$ cat src/sbt_regs.vh
// constants for the system board timing support block
`ifndef SBT_REGS_VH
`define SBT_REGS_VH
// crystal divisors
`define SBT_PCLK_DIV 3'd3
`define SBT_BURST_DIV 3'd4
// bus cycle lengths in processor clocks
`define SBT_MEM_CLKS 3'd4
`define SBT_IO_CLKS 3'd5
`define SBT_DMA_CLKS 3'd5
`define SBT_REF_CLKS 3'd4
// processor clock in which a dma transfer may wait on ready
`define SBT_DMA_WAIT_T 3'd2
// timer prescale: five processor clocks give 1.05 us
`define SBT_TMR_PRE 3'd5
// timer channel assignment
`define SBT_TMR_TOD 0
`define SBT_TMR_REF 1
`define SBT_TMR_SPK 2
// interrupt level assignment
`define SBT_IRQ_TOD 0
`define SBT_IRQ_KBD 1
// mask port decode on io address bits 9..4, and its two values
`define SBT_NMI_PORT 6'h0a
`define SBT_NMI_ON 8'h80
`define SBT_NMI_OFF 8'h00
// keyboard diagnostic request hold time
`define SBT_CLK_MHZ 40
`define SBT_DIAG_MS 20
`define SBT_DIAG_CYC (`SBT_DIAG_MS * 1000 * `SBT_CLK_MHZ)
`endif

$ cat src/sbt_div.v
// divider of the crystal tick into a clock level and its edge pulse
`timescale 1ns/1ps
module sbt_div #(
    parameter [2:0] N = 3'd3
) (
    input wire clk,       // system clock
    input wire sys_rst,   // async reset, active high
    input wire tick,      // one pulse per input period
    output reg clk_ff,    // divided clock level
    output reg edge_ff    // one pulse per divided period
);
    reg [2:0] cnt_ff;
    wire [2:0] nxt_cnt;

    assign nxt_cnt = (cnt_ff == N - 3'd1) ? 3'd0 : cnt_ff + 3'd1;

    always @(posedge clk or posedge sys_rst)
    begin
        if (sys_rst)
        begin
            // start on the last count so the first divided period is whole
            cnt_ff <= N - 3'd1;
            clk_ff <= 1'b0;
            edge_ff <= 1'b0;
        end
        else
        begin
            edge_ff <= tick && (cnt_ff == N - 3'd1);
            if (tick)
            begin
                cnt_ff <= nxt_cnt;
                // high for the first half period, rounded down
                clk_ff <= (nxt_cnt < (N >> 1)) || (nxt_cnt == 3'd0);
            end
        end
    end
endmodule

$ cat src/sbt_tmr.v
// one 16-bit reloading timer channel
`timescale 1ns/1ps
module sbt_tmr (
    input wire clk,          // system clock
    input wire sys_rst,      // async reset, active high
    input wire tick,         // count pulse, 1.05 us apart
    input wire gate,         // counting allowed
    input wire load,         // pulse: take init as count
    input wire [15:0] init,  // reload value, zero means 65536
    output reg tc_ff,        // pulse at end of each period
    output reg sq_ff         // square wave, toggles each period
);
    reg [15:0] cnt_ff;
    reg [15:0] rld_ff;

    always @(posedge clk or posedge sys_rst)
    begin
        if (sys_rst)
        begin
            cnt_ff <= 16'h0000;
            rld_ff <= 16'h0000;
            tc_ff <= 1'b0;
            sq_ff <= 1'b0;
        end
        else
        begin
            tc_ff <= 1'b0;
            if (load)
            begin
                rld_ff <= init;
                cnt_ff <= init;
            end
            else if (tick && gate)
            begin
                if (cnt_ff == 16'h0001)
                begin
                    cnt_ff <= rld_ff;
                    tc_ff <= 1'b1;
                    sq_ff <= ~sq_ff;
                end
                else
                begin
                    cnt_ff <= cnt_ff - 16'h0001;
                end
            end
        end
    end
endmodule

$ cat src/sbt_top.v
// system board timing support: clocks, bus cycles, timers, interrupts
// Function
// - processor clock is crystal divided by three
// - burst clock is crystal divided by four
// - memory bus cycle lasts four processor clocks
// - io bus cycle lasts five processor clocks
// - dma transfer five clocks, stretched by ready
// - refresh dma cycle lasts four clocks
// - timer one requests refresh memory read cycles
// - three dma channels go to slots
// - timer zero drives interrupt level zero
// - timer two generates speaker tones
// - keyboard raises level one per scan code
// - six interrupt levels come from slots
// - parity errors reported on nonmaskable interrupt
// - keyboard interface can request keyboard diagnostics
// - software can read eight configuration switches
// - three 16-bit timers, 1.05 us resolution
// - nmi masked at reset, port a0 controls
`timescale 1ns/1ps
`include "sbt_regs.vh"
module sbt_top #(
    parameter DIAG_CYC = `SBT_DIAG_CYC
) (
    input wire clk,               // system clock, 40 mhz
    input wire sys_rst,           // async reset, active high
    input wire xtal_tick,         // one pulse per crystal period
    output wire proc_clk,         // processor clock level
    output wire burst_clk,        // colour burst clock level
    input wire cpu_req,           // processor bus cycle wanted
    input wire cpu_is_io,         // cycle kind: 1 io, 0 memory
    output reg cpu_ack_ff,        // pulse: processor cycle ended
    input wire proc_rdy,          // ready line, low stretches dma
    input wire [2:0] dreq_slot,   // dma requests, slot channels
    output reg [2:0] dack_slot_ff, // dma acknowledges to slots
    output reg ref_dack_ff,       // refresh channel acknowledge
    output reg memr_board_ff,     // memory read to board memory
    output reg memr_slot_ff,      // memory read to slot memory
    output reg cyc_busy_ff,       // bus cycle in progress
    output reg [2:0] cyc_t_ff,    // current processor clock of cycle
    input wire [2:0] tmr_load,    // pulse per channel: load value
    input wire [47:0] tmr_init,   // channel 2,1,0 reload values
    input wire spk_gate,          // speaker timer gate
    output wire spk_tone,         // speaker tone square wave
    input wire [5:0] irq_slot,    // interrupt requests from slots
    output reg [7:0] irq_lvl_ff,  // interrupt levels to controller
    input wire kbd_code_done,     // pulse: scan code complete
    input wire kbd_irq_clr,       // pulse: keyboard request serviced
    input wire kbd_diag_req,      // pulse: ask keyboard for diagnostic
    output reg kbd_clk_hold_ff,   // keyboard clock held for request
    input wire io_wr,             // pulse: processor io write
    input wire io_rd,             // processor io read in progress
    input wire [9:0] io_addr,     // io address
    input wire [7:0] io_data,     // io write data
    input wire par_err,           // pulse: memory parity error
    input wire par_clr,           // pulse: clear parity error
    output reg nmi_ff,            // nonmaskable interrupt request
    input wire [7:0] sw_in,       // configuration switch pack
    input wire sw_rd,             // pulse: software reads switches
    output reg [7:0] sw_data_ff,  // switch value last read
    input wire card_sel,          // special slot card selected
    output wire board_buf_oe      // board data buffer drives bus
);
    localparam [3:0] ST_IDLE = 4'b0001;
    localparam [3:0] ST_CPU = 4'b0010;
    localparam [3:0] ST_DMA = 4'b0100;
    localparam [3:0] ST_REF = 4'b1000;

    wire pclk_tick;
    wire [2:0] tmr_tc;
    wire [2:0] tmr_sq;
    reg [2:0] pre_ff;
    reg tmr_tick_ff;
    reg [3:0] st_ff;
    reg [3:0] nxt_st;
    reg [2:0] len_ff;
    reg [2:0] nxt_len;
    reg [2:0] nxt_t;
    reg [1:0] ch_ff;
    reg [1:0] nxt_ch;
    reg ref_pend_ff;
    reg kbd_irq_ff;
    reg nmi_en_ff;
    reg par_ff;
    reg [31:0] diag_cnt_ff;
    wire ref_grant;
    wire cyc_end;
    wire nmi_port;

    // crystal dividers
    sbt_div #(
        .N(`SBT_PCLK_DIV)
    ) u_pclk (
        .clk(clk),
        .sys_rst(sys_rst),
        .tick(xtal_tick),
        .clk_ff(proc_clk),
        .edge_ff(pclk_tick)
    );

    sbt_div #(
        .N(`SBT_BURST_DIV)
    ) u_burst (
        .clk(clk),
        .sys_rst(sys_rst),
        .tick(xtal_tick),
        .clk_ff(burst_clk),
        .edge_ff()
    );

    // timer prescale to 1.05 us
    always @(posedge clk or posedge sys_rst)
    begin
        if (sys_rst)
        begin
            pre_ff <= 3'd0;
            tmr_tick_ff <= 1'b0;
        end
        else
        begin
            tmr_tick_ff <= pclk_tick && (pre_ff == `SBT_TMR_PRE - 3'd1);
            if (pclk_tick)
            begin
                if (pre_ff == `SBT_TMR_PRE - 3'd1)
                    pre_ff <= 3'd0;
                else
                    pre_ff <= pre_ff + 3'd1;
            end
        end
    end

    genvar gi;
    generate
        for (gi = 0; gi < 3; gi = gi + 1)
        begin : g_tmr
            sbt_tmr u_tmr (
                .clk(clk),
                .sys_rst(sys_rst),
                .tick(tmr_tick_ff),
                .gate((gi == `SBT_TMR_SPK) ? spk_gate : 1'b1),
                .load(tmr_load[gi]),
                .init(tmr_init[gi*16 +: 16]),
                .tc_ff(tmr_tc[gi]),
                .sq_ff(tmr_sq[gi])
            );
        end
    endgenerate

    assign spk_tone = tmr_sq[`SBT_TMR_SPK];

    // bus cycle sequencer; refresh first, then slot dma, then processor
    assign cyc_end = pclk_tick && (st_ff != ST_IDLE) &&
                     (cyc_t_ff == len_ff - 3'd1);
    assign ref_grant = pclk_tick && (st_ff == ST_IDLE) && ref_pend_ff;

    always @*
    begin
        nxt_st = st_ff;
        nxt_len = len_ff;
        nxt_t = cyc_t_ff;
        nxt_ch = ch_ff;
        case (st_ff)
            ST_IDLE:
            begin
                nxt_t = 3'd0;
                if (pclk_tick)
                begin
                    if (ref_pend_ff)
                    begin
                        nxt_st = ST_REF;
                        nxt_len = `SBT_REF_CLKS;
                    end
                    else if (dreq_slot != 3'b000)
                    begin
                        nxt_st = ST_DMA;
                        nxt_len = `SBT_DMA_CLKS;
                        if (dreq_slot[0])
                            nxt_ch = 2'd1;
                        else if (dreq_slot[1])
                            nxt_ch = 2'd2;
                        else
                            nxt_ch = 2'd3;
                    end
                    else if (cpu_req)
                    begin
                        nxt_st = ST_CPU;
                        if (cpu_is_io)
                            nxt_len = `SBT_IO_CLKS;
                        else
                            nxt_len = `SBT_MEM_CLKS;
                    end
                end
            end
            ST_CPU, ST_REF, ST_DMA:
            begin
                if (pclk_tick)
                begin
                    if (cyc_t_ff == len_ff - 3'd1)
                    begin
                        nxt_st = ST_IDLE;
                        nxt_t = 3'd0;
                        nxt_ch = 2'd0;
                    end
                    else if (st_ff == ST_DMA && !proc_rdy &&
                             cyc_t_ff == `SBT_DMA_WAIT_T)
                        nxt_t = cyc_t_ff;
                    else
                        nxt_t = cyc_t_ff + 3'd1;
                end
            end
            default:
            begin
                nxt_st = ST_IDLE;
                nxt_t = 3'd0;
                nxt_ch = 2'd0;
            end
        endcase
    end

    always @(posedge clk or posedge sys_rst)
    begin
        if (sys_rst)
        begin
            st_ff <= ST_IDLE;
            len_ff <= `SBT_MEM_CLKS;
            cyc_t_ff <= 3'd0;
            ch_ff <= 2'd0;
            cyc_busy_ff <= 1'b0;
            cpu_ack_ff <= 1'b0;
            dack_slot_ff <= 3'b000;
            ref_dack_ff <= 1'b0;
            memr_board_ff <= 1'b0;
            memr_slot_ff <= 1'b0;
        end
        else
        begin
            st_ff <= nxt_st;
            len_ff <= nxt_len;
            cyc_t_ff <= nxt_t;
            ch_ff <= nxt_ch;
            cyc_busy_ff <= (nxt_st != ST_IDLE);
            cpu_ack_ff <= cyc_end && (st_ff == ST_CPU);
            dack_slot_ff[0] <= (nxt_st == ST_DMA) && (nxt_ch == 2'd1);
            dack_slot_ff[1] <= (nxt_st == ST_DMA) && (nxt_ch == 2'd2);
            dack_slot_ff[2] <= (nxt_st == ST_DMA) && (nxt_ch == 2'd3);
            ref_dack_ff <= (nxt_st == ST_REF);
            // dummy read seen by board and slot memory alike
            memr_board_ff <= (nxt_st == ST_REF) && (nxt_t != 3'd0);
            memr_slot_ff <= (nxt_st == ST_REF) && (nxt_t != 3'd0);
        end
    end

    // refresh request from timer one; a new request beats the grant
    always @(posedge clk or posedge sys_rst)
    begin
        if (sys_rst)
            ref_pend_ff <= 1'b0;
        else if (tmr_tc[`SBT_TMR_REF])
            ref_pend_ff <= 1'b1;
        else if (ref_grant)
            ref_pend_ff <= 1'b0;
    end

    // interrupt levels and keyboard request
    always @(posedge clk or posedge sys_rst)
    begin
        if (sys_rst)
        begin
            kbd_irq_ff <= 1'b0;
            irq_lvl_ff <= 8'h00;
        end
        else
        begin
            if (kbd_code_done)
                kbd_irq_ff <= 1'b1;
            else if (kbd_irq_clr)
                kbd_irq_ff <= 1'b0;
            irq_lvl_ff[`SBT_IRQ_TOD] <= tmr_sq[`SBT_TMR_TOD];
            irq_lvl_ff[`SBT_IRQ_KBD] <= kbd_irq_ff || kbd_code_done;
            irq_lvl_ff[7:2] <= irq_slot;
        end
    end

    // keyboard diagnostic request: hold the keyboard clock for a while
    always @(posedge clk or posedge sys_rst)
    begin
        if (sys_rst)
        begin
            diag_cnt_ff <= 32'h00000000;
            kbd_clk_hold_ff <= 1'b0;
        end
        else if (kbd_diag_req && !kbd_clk_hold_ff)
        begin
            diag_cnt_ff <= DIAG_CYC[31:0] - 32'h00000001;
            kbd_clk_hold_ff <= 1'b1;
        end
        else if (kbd_clk_hold_ff)
        begin
            if (diag_cnt_ff == 32'h00000000)
                kbd_clk_hold_ff <= 1'b0;
            else
                diag_cnt_ff <= diag_cnt_ff - 32'h00000001;
        end
    end

    // parity error reporting behind the mask port
    assign nmi_port = io_wr && (io_addr[9:4] == `SBT_NMI_PORT);

    always @(posedge clk or posedge sys_rst)
    begin
        if (sys_rst)
        begin
            nmi_en_ff <= 1'b0;
            par_ff <= 1'b0;
            nmi_ff <= 1'b0;
        end
        else
        begin
            if (nmi_port && io_data == `SBT_NMI_ON)
                nmi_en_ff <= 1'b1;
            else if (nmi_port && io_data == `SBT_NMI_OFF)
                nmi_en_ff <= 1'b0;
            if (par_err)
                par_ff <= 1'b1;
            else if (par_clr)
                par_ff <= 1'b0;
            nmi_ff <= nmi_en_ff && (par_ff || par_err);
        end
    end

    // configuration switch capture
    always @(posedge clk or posedge sys_rst)
    begin
        if (sys_rst)
            sw_data_ff <= 8'h00;
        else if (sw_rd)
            sw_data_ff <= sw_in;
    end

    // board buffer stays off the bus while the special slot answers
    assign board_buf_oe = io_rd && !card_sel;
endmodule

$ cat config.mk
export PLATFORM = sky130hd
export DESIGN_NAME = sbt_top
export DESIGN_NICKNAME = d
export VERILOG_FILES = /design/src/sbt_div.v /design/src/sbt_tmr.v /design/src/sbt_top.v
export VERILOG_INCLUDE_DIRS = /design/src
export SDC_FILE = /design/constraint.sdc
export NUM_CORES = 1
export LEC_CHECK = 0
export ABC_AREA = 1
export ABC_CLOCK_PERIOD_IN_PS = 8400
export BUFFER_PORTS_ARGS = -buffer_cell sky130_fd_sc_hd__buf_2
export CELL_PAD_IN_SITES_DETAIL_PLACEMENT = 2
export CELL_PAD_IN_SITES_GLOBAL_PLACEMENT = 2
export CORE_ASPECT_RATIO = 1.1
export CORE_UTILIZATION = 33
export CTS_CLUSTER_DIAMETER = 50
export DETAILED_ROUTE_END_ITERATION = 7
export PLACE_DENSITY = 0.9
export SETUP_SLACK_MARGIN = 0.1
export SLEW_MARGIN = 0
export SYNTH_ARGS = -nofsm -noshare
export SYNTH_HDL_FRONTEND = slang
export SYNTH_SLANG_ARGS = --single-unit
$ cat constraint.sdc
create_clock -name clk -period 8.4 [get_ports clk]
set_clock_uncertainty 0.1 [all_clocks]
set_input_delay 1.68 -clock clk [delete_from_list [all_inputs] [get_ports clk]]
set_output_delay 1.68 -clock clk [all_outputs]
set_load 0.005 [all_outputs]
==> results of run 1 <==
layout make-up:
class | count | share of cell area (%)
well taps | 408 | 4.37
clock inverters | 15 | 1.16
diodes | 1 | 0.0214
inverters | 148 | 4.82
flip-flops and latches | 183 | 39.3
repair buffers | 133 | 5.76
multi-input cells | 1011 | 41.0
clock buffers | 17 | 3.64
metrics by stage:
| step | area, sq um | utilization (%) |
|---|---|---|
| after floorplan | 10100 | - |
| after global placement | 11100 | 37.3 |
| after detailed placement | 11100 | 37.3 |
| after CTS | 11700 | 39.2 |
| after global routing | 11700 | 39.2 |
| final | 11700 | 39.2 |
power breakdown:
part	leakage, nW	internal [mW]	switching [mW]	total (mW)
Clock	0.273	0.393	0.411	0.804
Combinational	3.64	0.130	0.244	0.374
Sequential	2.24	0.975	0.0707	1.05
metal layers:
metal,global-route usage (%),wire length [um],vias to the layer above
met3,2.88,816,46
met1,25.4,13900,4899
met2,42.4,17700,154
met4,8.00,718,0
met5,0,0,-
li1,-,-,4573
logic make-up (layout without fill, tap and decap cells):
kind of cell,Yosys count,in the layout
xor+xnor,23,23
other cells,0,1
mux,8,8
fa+ha+maj,12,12
buf+inv,176,313
compound gates,141,141
flops,183,183
simple gates,827,827
worst paths after layout:
path,slack [ns],startpoint,to,cells past startpoint
worst min-delay path,0.31,g_tmr[0].u_tmr.sq_ff,irq_lvl_ff[0],0
worst max register to register,5.99,diag_cnt_ff[0],diag_cnt_ff[12],10
worst min register to register,0.31,g_tmr[0].u_tmr.sq_ff,irq_lvl_ff[0],0
worst max-delay path,4.65,card_sel,board_buf_oe,3
min in group asynchronous,1.29,sys_rst,sw_data_ff[7],2
max in group asynchronous,5.41,sys_rst,diag_cnt_ff[27],3
Yosys cell counts (all sizes together):
master  instances
inv           145
ha             12
o211ai          5
nand2         499
o21ai          82
buf            11
nor4            2
nor3b           1
clkbuf         17
mux2            8
a21boi         10
nand3         100
a21o            1
dfrtp         179
nor4b           1
nor3            5
o32ai           1
dfstp           4
a21oi          29
nor2          177
o22ai           2
xor2           17
nand4          29
xnor2           6
clkinv          3
nand3b         10
o21a            1
or2             3
o21bai         10
registers in the layout, summed over array words and instances, names as in the netlist, 3 cells and up:
name / cells
pre_ff: 3
u_burst.cnt_ff: 3
cyc_t_ff: 3
diag_cnt_ff: 32
sw_data_ff: 8
dack_slot_ff: 3
u_pclk.cnt_ff: 3
st_ff: 4
g_tmr.u_tmr.cnt_ff: 48
irq_lvl_ff: 8
g_tmr.u_tmr.rld_ff: 48
cells in the final DEF (no fill, tap or decap), types with 4 or more instances in the layout:
cell	instances
buf_2	130
dfrtp_1	179
a21oi_1	29
nor2_2	13
nor3_1	4
xor2_1	17
inv_1	143
inv_8	5
dfstp_2	4
inv_6	5
o21bai_1	10
clkbuf_16	17
o21ai_2	6
o21ai_0	68
nor2_1	155
a21boi_0	10
nand2_1	491
nor2_4	7
ha_1	12
o211ai_1	5
mux2_2	8
nand3b_1	10
nand2_2	5
nand3_1	99
xnor2_1	6
nand4_1	29
o21ai_1	7
==> impl_metrics.ini, run 1 <==
[layout]
syn2layout_area_growth_pct = 16.1
fillers = 3500
num-nets-final = 1608
instances_no_fill = 1916
seq_area_sq_um = 4580
drive_gt1_share_pct = 14.7
multi_input_comb_area_sq_um = 4780

[timing]
fin_hold_ws_ns = 0.314
rsz0062_at_grt = no
period_minus_slack_ns = 3.75
fin_setup_tns_ns = 0
final_max_slew_viol_count = 0
timing.final.crit_share_pct = 44.7
timing.final.setup_violations = 0
postLayoutSetupSlackWorst_ns = 4.65
relSlewSlack_pct = 35.5
timing_hold_violations_final = 0
maxClockFrequency_mhz = 267
worst_pin_slew_ns = 0.964

[logic_synthesis]
synth_xor_area_share_pct = 2.00
syn_nets = 1484
synth_adder_area_share_pct = 1.49
postSynthRegisterBits = 183
synth-warning-count = 0
synthSimpleGateAreaFrac_pct = 35.1
synth.distinct_cells = 43
avgSynthCellArea_sq_um = 7.34
synth_top_area_share_pct = 44.5
largest_family_of_logic_cells_by_synthesized_area = simple AND/OR/NAND/NOR gates
mapped_cells = 1370
synth.top_cells.by_area = dfrtp_1 (45%), nand2_1 (18%), nor2_1 (5.8%), inv_1 (5.4%), nand3_1 (4.9%)
synth-compound-area-share_pct = 8.09
mappedNetlistArea_sq_um = 10100
synth_top_cell_by_area = dfrtp_1
synth.mux.area_fraction_pct = 0.896
synth.yosys.seq_area_share_pct = 45.6

[grt]
grt_first_pass_wirelength_um = 55400
grt_util_all_layers_pct = 22.3
total_global_routing_overflow = 0
grt_antenna_before_repair = 1
grt_max_degree = 116
first_global_vias = 11000

[die]
die_y_um = 185
initial_utilization_pct = 33.7
floorplan.io_pins = 135
placeableCoreArea_sq_um = 29800
fp.dieW_um = 168
std_cell_rows = 66
design.die.area_sq_um = 31200

[power]
report.power.total_mw = 2.22
max-vdd-ir-drop_uv = 129
p_leak_nw = 6.16
powerDensity_nw_per_um2 = 190

[setup_path]
cpPeakStageDelay_ns = 0.11
crit_top_cell = buf_2
timing.critical_path.to_type = output pin
cp_slowest_cell = buf_2
worst_setup_path_start_kind = input port
critical_path_required_time_ns = 6.62
crit_fanout = 1
timing_worst_setup_path_type = in -> out
crit_chain = buf_2 > nor2_1 > buf_2
worstPathBufferInverterCount = 2
critical-path-top-delay-family = buffers and inverters
crit_arrival_ns = 1.97

[routing]
route.vias.total = 9672
drc = 0
detailedRoute.firstIterationViolations = 278
finalWirelength_um = 33100
vias_per_cell = 5.05
detail-route-antenna-nets = 0
drtPass1Iterations = 4
routed_wire_length_per_instance_um = 17.3

[placed_design]
detailedPlacementHpwl_um = 23700
io_buffer_count = 130
dpl_worst_slack_ns = 4.62
gp_routability_congestion = 0.824
place.detailed.instances = 1883

[run]
maxCapViolations = 0

[status]
status = finished clean

[cts]
total_number_of_h_tree_levels = 4
max-clock-path-buffers = 2
cts_resized = 0
worst_skew_pair_latency_ns = 0.45
cts_setup_buffers = 0
tritoncts = yes
cts_inserted_buffers = 17
clock-sinks = 183
clkTransAtPathRegs_ns = 0.07
post_cts_hold_buffer_count = 0
clockRootBuffer = clkbuf_16

[min_path]
hp-class = reg -> reg
Note: power is estimated with default switching activity, not from simulation.
==> run 2: changes to the inputs <==
--- a/config.mk
+++ b/config.mk
@@ -6,8 +6,8 @@
 export SDC_FILE = /design/constraint.sdc
 export NUM_CORES = 1
 export LEC_CHECK = 0
-export ABC_AREA = 1
-export ABC_CLOCK_PERIOD_IN_PS = 8400
+export ABC_AREA = 0
+export ABC_CLOCK_PERIOD_IN_PS = 3350
 export BUFFER_PORTS_ARGS = -buffer_cell sky130_fd_sc_hd__buf_2
 export CELL_PAD_IN_SITES_DETAIL_PLACEMENT = 2
 export CELL_PAD_IN_SITES_GLOBAL_PLACEMENT = 2
@@ -15,7 +15,7 @@
 export CORE_UTILIZATION = 33
 export CTS_CLUSTER_DIAMETER = 50
 export DETAILED_ROUTE_END_ITERATION = 7
-export PLACE_DENSITY = 0.9
+export PLACE_DENSITY = 0.87
 export SETUP_SLACK_MARGIN = 0.1
 export SLEW_MARGIN = 0
 export SYNTH_ARGS = -nofsm -noshare
==> constraint.sdc (replaced) <==
create_clock -name clk -period 3.35 [get_ports clk]
set_clock_uncertainty 0.1 [all_clocks]
set_input_delay 0.67 -clock clk [delete_from_list [all_inputs] [get_ports clk]]
set_output_delay 0.67 -clock clk [all_outputs]
set_load 0.005 [all_outputs]
==> run 2 against run 1 <==
  * Clock power grew to 2.8 times the previous value
  * Area after synthesis shrank 6.4%
  * Count of clock-buffer cells in the layout grew 1
  * Die area shrank 6.4%
  * Setup slack lost 4.2 ns
  * Hold slack lost 0.15 ns
==> impl_metrics.ini, run 2 <==
[cts]
max-clock-path-buffers = 2
tritoncts = yes
post_cts_hold_buffer_count = 0
clkTransAtPathRegs_ns = 0.07
clock-sinks = 183
cts_setup_buffers = 0
cts_resized = 0
cts_inserted_buffers = 17
total_number_of_h_tree_levels = 4
clockRootBuffer = clkbuf_16
worst_skew_pair_latency_ns = 0.45

[timing]
timing.final.setup_violations = 0
timing.final.crit_share_pct = 87.6
postLayoutSetupSlackWorst_ns = 0.416
timing_hold_violations_final = 0
rsz0062_at_grt = no
maxClockFrequency_mhz = 341
fin_setup_tns_ns = 0
final_max_slew_viol_count = 0
fin_hold_ws_ns = 0.167
period_minus_slack_ns = 2.93
relSlewSlack_pct = 33.3
worst_pin_slew_ns = 0.997

[status]
status = finished clean

[setup_path]
critical_path_required_time_ns = 3.57
worst_setup_path_start_kind = flip-flop
cp_slowest_cell = nor4b_1
crit_fanout = 18
timing_worst_setup_path_type = reg -> reg
crit_chain = inv_1 > ha_1 > nor4b_1 > and3_1 > a31oi_2 > and4b_1 > mux2i_1
cpPeakStageDelay_ns = 0.53
timing.critical_path.to_type = flip-flop
crit_arrival_ns = 3.15

[layout]
largest_registers = g_tmr.u_tmr.cnt_ff x48, g_tmr.u_tmr.rld_ff x48, diag_cnt_ff x32
syn2layout_area_growth_pct = 18.3
most_common_library_cell_in_the_layout_ignoring_fill_and_taps = dfrtp_1
commonest_cells_after_routing_fill_and_taps_aside = dfrtp_1 (179), buf_2 (130), o21ai_0 (82)
num-nets-final = 1204
drive_gt1_share_pct = 21.1

[placed_design]
gp_routability_congestion = 0.801
io_buffer_count = 130
detailedPlacementHpwl_um = 19300
dpl_worst_slack_ns = 0.575

[logic_synthesis]
postSynth.asyncResetShare_pct = 100
synth.yosys.seq_area_share_pct = 48.7
post-synth-top-count-cell = dfrtp_1
mapped_cells = 969
mappedNetlistArea_sq_um = 9410
most_common_library_cells_after_synthesis = dfrtp_1 (179), o21ai_0 (82), nand2_1 (79)
number_of_synthesized_flops_with_an_enable_pin = 0
avgSynthCellArea_sq_um = 9.71
synth.distinct_cells = 71
postSynthRegisterBits = 183
synth_top_cell_by_area = dfrtp_1
synth.top_cells.by_area = dfrtp_1 (48%), o21ai_0 (4.4%), mux2_2 (3.8%), nand2_1 (3.2%), nor2_1 (3.0%)
syn_nets = 1083
synth_top_area_share_pct = 47.6
synth-warning-count = 0
synth_top_flop_cell = dfrtp_1

[die]
die_y_um = 179
design.die.area_sq_um = 29200
initial_utilization_pct = 33.7
fp.dieW_um = 163
floorplan.io_pins = 135
std_cell_rows = 64
placeableCoreArea_sq_um = 27900

[power]
power.clock.fraction_pct = 38.9
net_switching_fraction_of_the_power_pct = 28.4
power_report.internal_total_mw = 4.21
p_leak_nw = 4.75
comb_power_share_pct = 14.4
powerDensity_nw_per_um2 = 528
power.net_switching_mw = 1.67
max-vdd-ir-drop_uv = 274
power_frac_seq_pct = 46.7

[grt]
first_global_vias = 8922
grt_max_degree = 52
grt_first_pass_wirelength_um = 45800
grt_antenna_before_repair = 3
total_global_routing_overflow = 0
grt_util_all_layers_pct = 19.8

[routing]
drc = 0
detailedRoute.firstIterationViolations = 416
vias_per_cell = 5.51
routed_wire_length_per_instance_um = 18.8
drtPass1Iterations = 7
detail-route-antenna-nets = 0
finalWirelength_um = 27700
route.vias.total = 8091

[min_path]
hp-class = in -> async

[run]
maxCapViolations = 0
run 2: logic make-up after synthesis:
group / after synthesis / synth area share (%)
XOR/XNOR: 29 / 2.70
multiplexers: 53 / 6.06
adder cells (fa/ha/maj): 12 / 1.60
flip-flops: 183 / 48.7
buffers and inverters: 104 / 4.60
AND/OR/NAND/NOR: 352 / 19.9
AO/OA/AOI/OAI: 236 / 16.5
run 2: power groups by stage:
stage	Sequential, mW	Clock (mW)	Combinational (mW)
5_1_grt	2.79	2.41	0.967
4_1_cts	2.74	2.34	0.866
6_report	2.74	2.29	0.847
3_3_place_gp	2.75	0	0.781
2_1_floorplan	2.69	0	0.591
3_5_place_dp	2.78	0	0.848
run 2: metrics by stage:
step                cell area [sq um]  power, mW  cells  util (%)
detailed placement              10500       3.63   1434      37.5
global placement                10500       3.53   1434      37.5
global route                    11100       6.17   1465      39.8
finish                          11100       5.88   1468      39.8
floorplan                        9410       3.28    969         -
CTS                             11100       5.95   1465      39.8
run 2: cell type report:
type,count,area (sq um)
clock buffer,18,439
clock inverter,13,216
tap,363,454
antenna,3,7.51
sequential,183,4580
fill,3036,16800
inverter,58,221
multi-input combinational,682,4400
timing repair buffer,148,811
run 2: worst paths after layout:
check,depth (start not counted),start,to,slack [ns]
max in group asynchronous,4,sys_rst,diag_cnt_ff[12],2.07
min reg2reg,0,g_tmr[0].u_tmr.sq_ff,irq_lvl_ff[0],0.32
min in group clk,1,irq_slot[4],irq_lvl_ff[6],0.22
max reg2reg,7,diag_cnt_ff[0],diag_cnt_ff[11],0.42
min,2,sys_rst,g_tmr[2].u_tmr.cnt_ff[3],0.17
max,7,diag_cnt_ff[0],diag_cnt_ff[11],0.42
run 2: routing by layer:
layer  wire, um  up-vias  track usage (%)  share of wire [%]
met5          0        -                0                  0
met4        541        0             6.97                2.0
met3        939       37             3.65                3.4
met2      14200      162             35.6                 52
met1      11900     4125             23.5                 43
li1           -     3767                -                  -
run 2: critical path: cells and delay by family, from the launching register on:
kind | cells | cell delay [ns]
adder cells (fa/ha/maj) | 1 | 0.25
buffers and inverters | 1 | 0.09
multiplexers | 1 | 0.11
AO/OA/AOI/OAI | 1 | 0.45
flip-flops | 1 | 0.43
AND/OR/NAND/NOR | 3 | 1.37
==> run 3: changes to the inputs <==
--- a/config.mk
+++ b/config.mk
@@ -11,7 +11,7 @@
 export BUFFER_PORTS_ARGS = -buffer_cell sky130_fd_sc_hd__buf_2
 export CELL_PAD_IN_SITES_DETAIL_PLACEMENT = 2
 export CELL_PAD_IN_SITES_GLOBAL_PLACEMENT = 2
-export CORE_ASPECT_RATIO = 1.1
+export CORE_ASPECT_RATIO = 1.25
 export CORE_UTILIZATION = 33
 export CTS_CLUSTER_DIAMETER = 50
 export DETAILED_ROUTE_END_ITERATION = 7
==> run 3 against run 2 <==
  * Combinational power decreased by 2%
  * Die area about the same
  * Via count decreased by 0.35%
  * Utilization decreased by 0.14 points
  * Count of clock-buffer cells in the layout decreased by 1
  * Non-clock buffer count increased by 2
  * Final area decreased by 0.81%
  * Setup slack got worse by 0.041 ns
  * Final cell count decreased by 0.89%
  * Flip-flop and latch count unchanged
  * Register-to-register slack got worse by 0.04 ns
  * Critical endpoint is now diag_cnt_ff[31]
  * Highest routed layer unchanged
==> impl_metrics.ini, run 3 (synthesized netlist as in run 2, its figures left out) <==
[cts]
worst_skew_pair_latency_ns = 0.45
cts_setup_buffers = 0
cts_inserted_buffers = 17
cts_resized = 0
post_cts_hold_buffer_count = 0
tritoncts = yes
total_number_of_h_tree_levels = 4
clkTransAtPathRegs_ns = 0.08
clock-sinks = 183
max-clock-path-buffers = 2
clockRootBuffer = clkbuf_16

[placed_design]
detailedPlacementHpwl_um = 19700
place.detailed.instances = 1423
dpl_worst_slack_ns = 0.605
io_buffer_count = 130
placed_area_sq_um = 10500
gp_routability_congestion = 0.826

[setup_path]
critical_path_required_time_ns = 3.60
timing.critical_path.to_type = flip-flop
timing_worst_setup_path_type = reg -> reg
crit_arrival_ns = 3.22
worst_setup_path_start_kind = flip-flop
crit_fanout = 7

[layout]
largest_registers = g_tmr.u_tmr.cnt_ff x48, g_tmr.u_tmr.rld_ff x48, diag_cnt_ff x32
syn2layout_area_growth_pct = 17.4
antenna_cells = 0
num-nets-final = 1206
commonest_cells_after_routing_fill_and_taps_aside = dfrtp_1 (179), buf_2 (130), o21ai_0 (82)
drive_gt1_share_pct = 21.2
most_common_library_cell_in_the_layout_ignoring_fill_and_taps = dfrtp_1
design_area_sq_um = 11000
instances_no_fill = 1455

[timing]
timing_hold_violations_final = 0
postLayoutSetupSlackWorst_ns = 0.376
fin_setup_tns_ns = 0
maxClockFrequency_mhz = 336
rsz0062_at_grt = no
relSlewSlack_pct = 36.8
worst_pin_slew_ns = 0.935
period_minus_slack_ns = 2.97
timing.final.setup_violations = 0
timing.final.crit_share_pct = 88.8
final_max_slew_viol_count = 0

[die]
fp.dieW_um = 153
placeableCoreArea_sq_um = 27800
floorplan.io_pins = 135
design.die.area_sq_um = 29200
die_y_um = 191
initial_utilization_pct = 33.8
std_cell_rows = 68

[routing]
route.vias.total = 8063
drtPass1Iterations = 4
detailedRoute.firstIterationViolations = 253
vias_per_cell = 5.54
detail-route-antenna-nets = 0
routed_wire_length_per_instance_um = 19.2
finalWirelength_um = 28000
drc = 0

[grt]
first_global_vias = 8963
grt_util_all_layers_pct = 20.0
total_global_routing_overflow = 0
grt_first_pass_wirelength_um = 46500
grt_antenna_before_repair = 0
grt_max_degree = 84

[power]
p_leak_nw = 4.74
powerDensity_nw_per_um2 = 507
comb_power_share_pct = 14.8
max-vdd-ir-drop_uv = 247
power_frac_seq_pct = 49.1
power_report.internal_total_mw = 3.85
net_switching_fraction_of_the_power_pct = 31.1
power.net_switching_mw = 1.74
power.clock.fraction_pct = 36.1

[status]
status = finished clean

[min_path]
hp-class = in -> async

[run]
maxCapViolations = 0
-- run 3: cell types whose count changed in the layout (fill, tap and decap cells not counted), moves of 2 or more --
cell        before  now
bufinv_16        5    0
inv_8            0    5
clkinvlp_4       4    1
diode_2          3    0
buf_4           16   18
clkinv_4         2    4
clkinv_8         0    2
-- run 3: critical path: stages (launching register included) --
cell and delay (ns):
dfrtp_1 0.43, inv_1 0.08, ha_1 0.22, nor4b_1 0.55
nand3_1 0.43, nor4_1 0.64, o21ai_0 0.21, a21oi_1 0.22
-- run 3: final timing paths --
| check | start | to | slack (ns) | depth (start not counted) |
|---|---|---|---|---|
| setup reg to reg | diag_cnt_ff[0] | diag_cnt_ff[31] | 0.38 | 7 |
| hold reg to reg | g_tmr[0].u_tmr.sq_ff | irq_lvl_ff[0] | 0.31 | 0 |
| hold / removal | sys_rst | g_tmr[0].u_tmr.cnt_ff[7] | 0.15 | 2 |
| setup / recovery | diag_cnt_ff[0] | diag_cnt_ff[31] | 0.38 | 7 |
| max in group asynchronous | sys_rst | st_ff[0] | 2.18 | 3 |
| min in group clk | irq_slot[0] | irq_lvl_ff[2] | 0.22 | 1 |
-- run 3: cell type report --
| type | count | area (sq um) |
|---|---|---|
| Tap cell | 350 | 438 |
| Clock inverter | 15 | 155 |
| Clock buffer | 17 | 425 |
| Multi-Input combinational cell | 682 | 4390 |
| Inverter | 58 | 221 |
| Fill cell | 3002 | 16800 |
| Sequential cell | 183 | 4580 |
| Timing Repair Buffer | 150 | 826 |
-- run 3: stage by stage --
stage / util (%) / power [mW] / hold WS (ns)
6_report: 39.7 / 5.60 / 0.153
5_1_grt: 39.7 / 5.88 / 0.166
4_1_cts: 39.7 / 5.68 / 0.149
3_5_place_dp: 37.6 / 3.62 / 0.294
3_3_place_gp: 37.6 / 3.53 / 0.290
2_1_floorplan: - / 3.28 / 0.273
-- run 3: power by group through the flow --
stage | clock [mW] | sequential [mW] | combinational [mW]
after detailed placement | 0 | 2.78 | 0.833
after global placement | 0 | 2.75 | 0.774
after CTS | 2.09 | 2.75 | 0.847
after floorplan | 0 | 2.69 | 0.591
after global routing | 2.16 | 2.79 | 0.940
final | 2.02 | 2.75 | 0.829
-- run 3: layer usage --
| metal | global-route usage, % | vias to the layer above | share of wire [%] | wire (um) |
|---|---|---|---|---|
| met1 | 22.9 | 4099 | 42 | 11900 |
| met5 | 0 | - | 0 | 0 |
| met2 | 36.1 | 150 | 51 | 14400 |
| li1 | - | 3770 | - | - |
| met4 | 8.12 | 0 | 2.7 | 743 |
| met3 | 4.00 | 44 | 3.4 | 963 |
